--- src/design/pcg_pkg.sv ---
// constants shared by the counter group and its counters
package pcg_pkg;
  localparam int NCNT = 4;
  localparam int CNT_W = 32;
  localparam int EVT_W = 16;
  localparam int SID_W = 8;
  // register byte offsets, decoded from haddr[7:0]
  localparam logic [7:0] OFS_CNT = 8'h00;
  localparam logic [7:0] OFS_EVTYPE = 8'h40;
  localparam logic [7:0] OFS_SHADOW = 8'h80;
  localparam logic [7:0] OFS_OVS_SET = 8'hc0;
  localparam logic [7:0] OFS_OVS_CLR = 8'hc4;
  localparam logic [7:0] OFS_INTEN = 8'hc8;
  localparam logic [7:0] OFS_IRQ_CTRL = 8'hcc;
  localparam logic [7:0] OFS_CAPR = 8'hd0;
  localparam logic [7:0] OFS_CFGR = 8'hd4;
  localparam logic [7:0] OFS_MSI_ADDR = 8'hd8;
  localparam logic [7:0] OFS_MSI_DATA = 8'hdc;
  // field positions
  localparam int EVT_LSB = 0;
  localparam int SID_LSB = 16;
  localparam int FEN_BIT = 24;
  localparam int OCAP_BIT = 25;
  localparam int GEN_BIT = 0;
  localparam int MSIEN_BIT = 1;
  localparam int CAPR_BIT = 0;
  localparam int CFGR_CAP_BIT = 0;
  localparam int CFGR_MSI_BIT = 1;
  localparam int CFGR_NCNT_LSB = 8;
  // event identifiers
  localparam logic [EVT_W-1:0] EVT_CYCLE = 16'h0000;
  localparam logic [EVT_W-1:0] EVT_TXN = 16'h0001;
  localparam logic [EVT_W-1:0] EVT_MISS = 16'h0002;
  localparam logic [EVT_W-1:0] EVT_ARCH_MAX = 16'h007f;
  // reset values
  localparam logic [CNT_W-1:0] RST_CNT = 32'h0000_0000;
  localparam logic [EVT_W-1:0] RST_EVT = 16'h0000;
  localparam logic [SID_W-1:0] RST_SID = 8'h00;
  localparam logic [31:0] RST_WORD = 32'h0000_0000;
  localparam logic [31:0] CFGR_VAL = (32'(NCNT - 1) << CFGR_NCNT_LSB)
                                   | (32'h1 << CFGR_MSI_BIT) | (32'h1 << CFGR_CAP_BIT);
  // bus encodings
  localparam logic [2:0] HSIZE_WORD = 3'h2;
  typedef enum logic [0:0] {
    BUS_IDLE = 1'b0,
    BUS_RDWAIT = 1'b1
  } pcg_bus_state_type;
endpackage

--- src/design/pcg_cnt_if.sv ---
// links the group register logic to one counter
`timescale 1ns/10ps
interface pcg_cnt_if;
  logic [15:0] evtype;
  logic filt_en;
  logic [7:0] filt_sid;
  logic ev_cyc;
  logic ev_txn;
  logic [7:0] txn_sid;
  logic ev_miss;
  logic [7:0] miss_sid;
  logic wr_en;
  logic [31:0] wdata;
  logic [31:0] count;
  logic ovf;
  modport ctl(output evtype, filt_en, filt_sid, ev_cyc, ev_txn, txn_sid, ev_miss, miss_sid,
              wr_en, wdata, input count, ovf);
  modport cnt(input evtype, filt_en, filt_sid, ev_cyc, ev_txn, txn_sid, ev_miss, miss_sid,
              wr_en, wdata, output count, ovf);
endinterface

--- src/design/pcg_top.sv ---
// performance counter group: counters, overflow status, capture and interrupt
//
// Overview of operation
// - overflow is a carry out of the counter top bit; it wraps.
// - each overflow sets that counter's bit in the overflow status array.
// - a counter keeps counting its event after it has overflowed.
// - per-counter interrupt enables, gated by one group-wide enable.
// - overflow, interrupt and capture act regardless of the status bit.
// - group interrupt goes out as wired edge and as message write.
// - capture is advertised as supported and copies all counters at once.
// - capture comes from a software write, overflow-capture, or external trigger.
// - overflow capture stores the counter's post-wrap value.
// - accesses after a capture write see the new shadow values.
// - interrupt appears only after status, counter and capture are visible.
// - event identifiers are 16 bits; below 0x0080 architected, rest implementation.
// - event 0 counts cycles and ignores the stream filter.
// - event 1 counts each transaction or translation request, filterable.
// - event 2 counts each TLB miss needing a walk, filterable.
// - translation requests of every kind count alike.
// - a counter increments when its selected event occurs.
// - a group holds four counters, each selecting any event.
// - with filtering on, count only events from the matching stream.
`timescale 1ns/10ps
module pcg_top (
  // clock and reset
  input wire logic hclk,
  input wire logic hresetn,
  // ahb-lite slave
  input wire logic hsel,
  input wire logic [31:0] haddr,
  input wire logic [1:0] htrans,
  input wire logic hwrite,
  input wire logic [2:0] hsize,
  input wire logic [31:0] hwdata,
  input wire logic hready,
  output logic hreadyout,
  output logic [31:0] hrdata,
  output logic hresp,
  // event sources
  input wire logic cycle_tick,
  input wire logic ev_txn_valid,
  input wire logic [7:0] ev_txn_sid,
  input wire logic ev_miss_valid,
  input wire logic [7:0] ev_miss_sid,
  input wire logic ext_capture,
  // interrupt outputs
  output logic irq_wired,
  output logic msi_req,
  output logic [31:0] msi_addr,
  output logic [31:0] msi_data,
  input wire logic msi_ack
);
  localparam int N = pcg_pkg::NCNT;

  // bus state
  pcg_pkg::pcg_bus_state_type state_q;
  logic [7:0] addr_q;
  logic wr_q;
  logic rd_ok_q;
  logic hreadyout_q;
  logic [31:0] hrdata_q;
  logic hresp_q;
  // configuration and status
  logic [pcg_pkg::EVT_W-1:0] evt_q [N];
  logic [pcg_pkg::SID_W-1:0] fsid_q [N];
  logic [pcg_pkg::CNT_W-1:0] shadow_q [N];
  logic [N-1:0] fen_q;
  logic [N-1:0] ocap_q;
  logic [N-1:0] ovs_q;
  logic [N-1:0] ovs_d;
  logic [N-1:0] inten_q;
  logic gen_q;
  logic msien_q;
  logic [31:0] msi_addr_q;
  logic [31:0] msi_data_q;
  logic irq_trig_q;
  logic irq_pend_q;
  logic irq_q;
  logic msi_req_q;
  // counter outputs
  wire [pcg_pkg::CNT_W-1:0] cnt_w [N];
  wire [N-1:0] ovf_w;

  // address phase accept and decode
  wire acc_w;
  wire size_ok;
  wire [1:0] idx;
  wire in_cnt;
  wire in_evt;
  wire in_sh;
  wire hit_ovs;
  wire wr_ovs_set;
  wire wr_ovs_clr;
  wire wr_inten;
  wire wr_irqctl;
  wire wr_capr;
  wire wr_msia;
  wire wr_msid;
  wire [N-1:0] ovs_set_sw;
  wire [N-1:0] ovs_clr_sw;
  wire sw_cap;
  wire cap_all;
  wire irq_trig_d;
  wire [31:0] rd_evt;
  wire [31:0] rd_mux;

  assign acc_w = hsel && hready && htrans[1];
  assign size_ok = hsize == pcg_pkg::HSIZE_WORD;
  assign idx = addr_q[3:2];
  assign in_cnt = addr_q[7:4] == pcg_pkg::OFS_CNT[7:4] && addr_q[1:0] == 2'h0;
  assign in_evt = addr_q[7:4] == pcg_pkg::OFS_EVTYPE[7:4] && addr_q[1:0] == 2'h0;
  assign in_sh = addr_q[7:4] == pcg_pkg::OFS_SHADOW[7:4] && addr_q[1:0] == 2'h0;
  assign hit_ovs = addr_q == pcg_pkg::OFS_OVS_SET || addr_q == pcg_pkg::OFS_OVS_CLR;
  assign wr_ovs_set = wr_q && addr_q == pcg_pkg::OFS_OVS_SET;
  assign wr_ovs_clr = wr_q && addr_q == pcg_pkg::OFS_OVS_CLR;
  assign wr_inten = wr_q && addr_q == pcg_pkg::OFS_INTEN;
  assign wr_irqctl = wr_q && addr_q == pcg_pkg::OFS_IRQ_CTRL;
  assign wr_capr = wr_q && addr_q == pcg_pkg::OFS_CAPR;
  assign wr_msia = wr_q && addr_q == pcg_pkg::OFS_MSI_ADDR;
  assign wr_msid = wr_q && addr_q == pcg_pkg::OFS_MSI_DATA;
  assign ovs_set_sw = wr_ovs_set ? hwdata[N-1:0] : '0;
  assign ovs_clr_sw = wr_ovs_clr ? hwdata[N-1:0] : '0;
  assign sw_cap = wr_capr && hwdata[pcg_pkg::CAPR_BIT];
  // any trigger copies all counters in one edge
  assign cap_all = sw_cap || |(ovf_w & ocap_q) || ext_capture;
  // set beats a clear in the same cycle
  assign ovs_d = (ovs_q & ~ovs_clr_sw) | ovs_set_sw | ovf_w;
  // status bit plays no part in the interrupt decision
  assign irq_trig_d = gen_q && |(ovf_w & inten_q);

  assign rd_evt = (32'(ocap_q[idx]) << pcg_pkg::OCAP_BIT)
                | (32'(fen_q[idx]) << pcg_pkg::FEN_BIT)
                | (32'(fsid_q[idx]) << pcg_pkg::SID_LSB)
                | (32'(evt_q[idx]) << pcg_pkg::EVT_LSB);
  assign rd_mux = !rd_ok_q ? pcg_pkg::RST_WORD :
                  in_cnt ? cnt_w[idx] :
                  in_evt ? rd_evt :
                  in_sh ? shadow_q[idx] :
                  hit_ovs ? 32'(ovs_q) :
                  addr_q == pcg_pkg::OFS_INTEN ? 32'(inten_q) :
                  addr_q == pcg_pkg::OFS_IRQ_CTRL ?
                    ((32'(msien_q) << pcg_pkg::MSIEN_BIT) | (32'(gen_q) << pcg_pkg::GEN_BIT)) :
                  addr_q == pcg_pkg::OFS_CFGR ? pcg_pkg::CFGR_VAL :
                  addr_q == pcg_pkg::OFS_MSI_ADDR ? msi_addr_q :
                  addr_q == pcg_pkg::OFS_MSI_DATA ? msi_data_q :
                  pcg_pkg::RST_WORD;

  assign hreadyout = hreadyout_q;
  assign hrdata = hrdata_q;
  assign hresp = hresp_q;
  assign irq_wired = irq_q;
  assign msi_req = msi_req_q;
  assign msi_addr = msi_addr_q;
  assign msi_data = msi_data_q;

  // bus slave: writes take no wait state, reads take one
  always_ff @(posedge hclk or negedge hresetn) begin
    if (!hresetn) begin
      state_q <= pcg_pkg::BUS_IDLE;
      addr_q <= 8'h00;
      wr_q <= 1'b0;
      rd_ok_q <= 1'b0;
      hreadyout_q <= 1'b1;
      hrdata_q <= pcg_pkg::RST_WORD;
      hresp_q <= 1'b0;
    end else begin
      hresp_q <= 1'b0;
      unique case (state_q)
        pcg_pkg::BUS_IDLE: begin
          wr_q <= acc_w && hwrite && size_ok;
          if (acc_w) begin
            addr_q <= haddr[7:0];
            rd_ok_q <= size_ok;
          end
          if (acc_w && !hwrite) begin
            state_q <= pcg_pkg::BUS_RDWAIT;
            hreadyout_q <= 1'b0;
          end
        end
        pcg_pkg::BUS_RDWAIT: begin
          // read data sampled after the previous write has landed
          hrdata_q <= rd_mux;
          hreadyout_q <= 1'b1;
          state_q <= pcg_pkg::BUS_IDLE;
        end
      endcase
    end
  end

  // group configuration, status and interrupt
  always_ff @(posedge hclk or negedge hresetn) begin
    if (!hresetn) begin
      ovs_q <= '0;
      inten_q <= '0;
      gen_q <= 1'b0;
      msien_q <= 1'b0;
      msi_addr_q <= pcg_pkg::RST_WORD;
      msi_data_q <= pcg_pkg::RST_WORD;
      irq_trig_q <= 1'b0;
      irq_pend_q <= 1'b0;
      irq_q <= 1'b0;
      msi_req_q <= 1'b0;
    end else begin
      ovs_q <= ovs_d;
      if (wr_inten) begin
        inten_q <= hwdata[N-1:0];
      end
      if (wr_irqctl) begin
        gen_q <= hwdata[pcg_pkg::GEN_BIT];
        msien_q <= hwdata[pcg_pkg::MSIEN_BIT];
      end
      if (wr_msia) begin
        msi_addr_q <= hwdata;
      end
      if (wr_msid) begin
        msi_data_q <= hwdata;
      end
      // set on the same edge as status and shadow updates, one cycle behind the counter wrap
      irq_trig_q <= irq_trig_d;
      // back-to-back triggers are spaced out, but only one can wait, so a third in a row is merged
      irq_q <= (irq_trig_q || irq_pend_q) && !irq_q;
      irq_pend_q <= (irq_trig_q || irq_pend_q) && irq_q;
      if (irq_q && msien_q) begin
        msi_req_q <= 1'b1;
      end else if (msi_ack) begin
        msi_req_q <= 1'b0;
      end
    end
  end

  // per-counter configuration, shadows and counter instances
  genvar n;
  generate
    for (n = 0; n < N; n++) begin : g_cnt
      pcg_cnt_if cif ();
      wire wr_cnt_n;
      wire wr_evt_n;
      assign wr_cnt_n = wr_q && in_cnt && idx == 2'(n);
      assign wr_evt_n = wr_q && in_evt && idx == 2'(n);
      assign cif.evtype = evt_q[n];
      assign cif.filt_en = fen_q[n];
      assign cif.filt_sid = fsid_q[n];
      assign cif.ev_cyc = cycle_tick;
      assign cif.ev_txn = ev_txn_valid;
      assign cif.txn_sid = ev_txn_sid;
      assign cif.ev_miss = ev_miss_valid;
      assign cif.miss_sid = ev_miss_sid;
      assign cif.wr_en = wr_cnt_n;
      assign cif.wdata = hwdata;
      assign cnt_w[n] = cif.count;
      assign ovf_w[n] = cif.ovf;

      pcg_counter u_cnt (
        .hclk(hclk),
        .hresetn(hresetn),
        .cif(cif.cnt)
      );

      always_ff @(posedge hclk or negedge hresetn) begin
        if (!hresetn) begin
          evt_q[n] <= pcg_pkg::RST_EVT;
          fsid_q[n] <= pcg_pkg::RST_SID;
          fen_q[n] <= 1'b0;
          ocap_q[n] <= 1'b0;
          shadow_q[n] <= pcg_pkg::RST_CNT;
        end else begin
          if (wr_evt_n) begin
            evt_q[n] <= hwdata[pcg_pkg::EVT_LSB +: pcg_pkg::EVT_W];
            fsid_q[n] <= hwdata[pcg_pkg::SID_LSB +: pcg_pkg::SID_W];
            fen_q[n] <= hwdata[pcg_pkg::FEN_BIT];
            ocap_q[n] <= hwdata[pcg_pkg::OCAP_BIT];
          end
          // counter value already post-wrap when its overflow flag is up
          if (cap_all) begin
            shadow_q[n] <= cnt_w[n];
          end
        end
      end

    end
  endgenerate
endmodule

--- src/design/pcg_counter.sv ---
// one event counter with event select, stream filter and overflow pulse
`timescale 1ns/10ps
module pcg_counter (
  // clock and reset
  input wire logic hclk,
  input wire logic hresetn,
  // link to the group
  pcg_cnt_if.cnt cif
);
  logic [pcg_pkg::CNT_W-1:0] count_q;
  logic ovf_q;
  wire evt_arch;
  wire sel_cyc;
  wire sel_txn;
  wire sel_miss;
  wire txn_match;
  wire miss_match;
  wire hit;
  wire [pcg_pkg::CNT_W:0] sum_w;

  assign evt_arch = cif.evtype <= pcg_pkg::EVT_ARCH_MAX;
  assign sel_cyc = evt_arch && cif.evtype == pcg_pkg::EVT_CYCLE;
  assign sel_txn = evt_arch && cif.evtype == pcg_pkg::EVT_TXN;
  assign sel_miss = evt_arch && cif.evtype == pcg_pkg::EVT_MISS;
  assign txn_match = !cif.filt_en || cif.txn_sid == cif.filt_sid;
  assign miss_match = !cif.filt_en || cif.miss_sid == cif.filt_sid;
  // cycle event ignores the stream filter
  assign hit = (sel_cyc && cif.ev_cyc) || (sel_txn && cif.ev_txn && txn_match)
             || (sel_miss && cif.ev_miss && miss_match);
  assign sum_w = {1'b0, count_q} + {{pcg_pkg::CNT_W{1'b0}}, 1'b1};
  assign cif.count = count_q;
  assign cif.ovf = ovf_q;

  always_ff @(posedge hclk or negedge hresetn) begin
    if (!hresetn) begin
      count_q <= pcg_pkg::RST_CNT;
      ovf_q <= 1'b0;
    end else begin
      if (cif.wr_en) begin
        count_q <= cif.wdata;
      end else if (hit) begin
        count_q <= sum_w[pcg_pkg::CNT_W-1:0];
      end
      ovf_q <= hit && !cif.wr_en && sum_w[pcg_pkg::CNT_W];
    end
  end
endmodule

--- config.mk ---
export PLATFORM = sky130hd
export DESIGN_NAME = pcg_top
export DESIGN_NICKNAME = d
export VERILOG_FILES = /design/src/design/pcg_pkg.sv /design/src/design/pcg_cnt_if.sv /design/src/design/pcg_top.sv /design/src/design/pcg_counter.sv
export SDC_FILE = /design/constraint.sdc
export NUM_CORES = 1
export LEC_CHECK = 0
export ABC_CLOCK_PERIOD_IN_PS = 6300
export BUFFER_PORTS_ARGS = -buffer_cell sky130_fd_sc_hd__buf_4
export CELL_PAD_IN_SITES_DETAIL_PLACEMENT = 0
export CELL_PAD_IN_SITES_GLOBAL_PLACEMENT = 2
export CORE_MARGIN = 4
export CORE_UTILIZATION = 46
export CTS_BUF_LIST = sky130_fd_sc_hd__clkbuf_2
export DETAILED_ROUTE_END_ITERATION = 12
export PLACE_DENSITY = 0.86
export RECOVER_POWER = 100
export SYNTH_ARGS = -nofsm -noshare
export SYNTH_HDL_FRONTEND = slang
export SYNTH_SLANG_ARGS = --single-unit
export TNS_END_PERCENT = 30
--- constraint.sdc ---
create_clock -name hclk -period 6.3 [get_ports hclk]
set_input_delay 0.315 -clock hclk [delete_from_list [all_inputs] [get_ports hclk]]
set_output_delay 0.315 -clock hclk [all_outputs]
set_load 0.05 [all_outputs]
==> reports/metrics.csv <==
metric,value,unit
ir_drop,0.1217,mV
min_to,state_q,
cts-root-buf,clkbuf_2,
antenna_found_initial,6,
ys_types,72,
layout.nets,2614,
critPathMaxFanout,64,
place_ws,2666,ps
ys.flop_type,dfrtp_1,
r2r-start,addr_q[4],
regToRegEndpoint,g_cnt[0].u_cnt.cif.count[30],
p_leak,12.22,nW
hold_buffers,113,
report.power.total,6.988,mW
crit_path_end_kind,flop,
drive_gt1_share,28.16,%
worstMarginPinSlew,3018,ps
dp_hpwl,55.24,mm
finalSetupViolations,0,
synthToLayoutAreaGrowth,14.82,%
grt_max_degree,176,
seq_area_frac_synth,47.68,%
min_period,4795,ps
worstHoldStart,htrans[1],
hold_depth,4,
drv_cap,10,
totalNegativeSetupSlack,0,ps
routabilityCongestion,0.8790,
power_density,238.6,nW/um^2
gr-usage-all-layers,28.84,%
h-tree-depth,4,
reg2reg_depth,7,
fin_area,29290,um^2
clock_path_buffers,3,
final_core_utilization,53.27,%
clock_sink_count,486,
ys_ff_latch,486,
rows,86,
grt_pass1_vias,20120,
synthTopCellsByArea,"dfrtp_1, mux2_2, mux4_2",
hold_viol_final,0,
drt_iter0_markers,1580,
routedWlPerCell,25.49,um
die_x,243.5,um
final_antenna_net_count,0,
fin_skew,107.0,ps
via_count,19960,
grt_pass1_wl,128.9,mm
tritoncts,yes,
cp_data_required_time,7460,ps
crit_arrival,5960,ps
clkLatencyLatePin,1300,ps
placed_area,27390,um^2
synth_largest_area_cell,dfrtp_1,
synth_cells,2230,
wirelength,85.32,mm
path_clk_slew,110,ps
run_status,"finished, violations left",
post_cts_buffers,0,
synthArstFlopShare,100.0,%
holdWs,235.7,ps
dp_cells,3014,
io_pins,195,
rsz0062_at_grt,no,
hold_class,primary input to flop,
syn_avg_cell_area,11.44,um^2
start_util,46.39,%
fin_crit_sh,76.10,%
viasPerCell,5.963,
r2r_slack,1510,ps
portBuffers,168,
violations,"capacitance limit, slew limit",
ctsResizeCount,0,
slew_headroom,-101.2,%
overflow,0,
critPathKind,flop to flop,
firstDrtPassIters,5,
yosysWarnings,0,
synth_top_area_share,47.58,%
synth_edf_count,0,
core,54990,um^2
chipHeight,243.5,um
numCtsBuffers,134,
dieArea,59280,um^2
remaining_drc_errors,0,
slew_viol_final,431,
worst_slack,1505,ps
cp-start-kind,flop,
finalNonFillerCells,3348,
syn_nets,2329,
fmax,208.6,MHz
syn-cell-area,25510,um^2
## cells in the final DEF, fill, tap and decap left out, types with 11 or more instances in the layout
| master | n |
|---|---|
| xnor2_1 | 101 |
| nor2_1 | 114 |
| nor4_1 | 53 |
| nand3_1 | 64 |
| o22ai_1 | 28 |
| clkbuf_2 | 201 |
| and2_1 | 14 |
| or3_1 | 11 |
| dfrtp_1 | 484 |
| dlygate4sd3_1 | 112 |
| nor3_1 | 19 |
| a21oi_1 | 47 |
| clkinv_1 | 15 |
| o21ai_0 | 101 |
| clkbuf_1 | 111 |
| and4_1 | 13 |
| mux4_2 | 89 |
| a221oi_1 | 30 |
| inv_1 | 52 |
| and3_1 | 28 |
| mux2_2 | 301 |
| xor2_1 | 65 |
| a31oi_1 | 16 |
| mux2i_1 | 30 |
| buf_4 | 89 |
| nand2_1 | 214 |
| nand4_1 | 53 |
## per-layer routing
metal / wire, um / up-vias / global-route usage, %
li1: - / 8756 / -
met1: 36390 / 10320 / 39.23
met2: 39820 / 767 / 45.28
met3: 6476 / 119 / 7.550
met4: 2628 / 0 / 9.795
met5: 0 / - / 0
## Yosys cell counts, types with 11 or more instances
library cell / n
or3_1: 11
buf_1: 32
and2_1: 15
a221oi_1: 30
o21ai_0: 86
clkbuf_1: 93
nor2_1: 117
nand3_1: 64
mux2i_1: 30
mux2_2: 301
nand4_1: 53
nor4_1: 53
xnor2_1: 101
and3_1: 28
inv_1: 52
nand2_1: 215
dfrtp_1: 485
nor3_1: 19
o22ai_1: 28
buf_2: 38
a21oi_1: 47
mux4_2: 89
a31oi_1: 16
xor2_1: 65
and4_1: 13
o21ai_1: 18
## critical path: stages (launching register included)
cell	delay (ps)
dfrtp_1	670
nor2_1	140
and3b_1	200
buf_4	280
and2_0	570
nand2_2	190
clkbuf_1	2130
mux2_2	480
## kinds of logic after synthesis
family / share of synthesized area (%)
and+or+nand+nor: 13.74
muxes: 22.43
adders and majority gates: 0.1962
buffers and inverters: 3.596
DFF: 47.68
AOI/OAI and AO/OA: 6.642
xor gates and xnor gates: 5.700
other: 0.01470
## how the worst max path moves through the flow
stage / start / endpoint / slack, ps / cells after the start
6_report: addr_q[4] / g_cnt[0].u_cnt.cif.count[30] / 1510 / 7
5_1_grt: addr_q[4] / g_cnt[0].u_cnt.cif.count[20] / 1300 / 8
4_1_cts: addr_q[4] / g_cnt[2].u_cnt.cif.count[9] / 2600 / 8
3_5_place_dp: addr_q[4] / g_cnt[2].u_cnt.cif.count[10] / 2670 / 8
3_3_place_gp: addr_q[4] / g_cnt[2].u_cnt.cif.count[19] / 2740 / 8
2_1_floorplan: addr_q[2] / hrdata[30] / 4030 / 6
## sequential cells by signal, summed over array words and instances, names as in the netlist, 4 cells and up
register / count
g_cnt.u_cnt.cif.count: 128
shadow_q: 128
g_cnt.cif.evtype: 64
g_cnt.cif.filt_sid: 32
hrdata: 32
msi_addr: 32
msi_data: 32
addr_q: 8
g_cnt.cif.filt_en: 4
g_cnt.u_cnt.cif.ovf: 4
inten_q: 4
ocap_q: 4
ovs_q: 4
## area by class of cell
class / instances / area [um^2]
clock buffers: 198 / 991.0
multi-input cells: 1523 / 12490
clock inverters: 22 / 219.0
well taps: 748 / 935.9
repair buffers: 318 / 2288
diodes: 1 / 2.502
fillers: 4955 / 25700
flip-flops and latches: 486 / 12170
inverters: 52 / 195.2
## power breakdown
part | switching, mW | internal [mW] | leakage (nW) | total (mW)
registers | 0.185 | 3.25 | 6.14 | 3.44
clock network | 1.35 | 1.03 | 0.925 | 2.38
logic | 0.630 | 0.542 | 5.16 | 1.17
total | 2.17 | 4.82 | 12.2 | 6.99
Power figures use the tool's default switching activity.
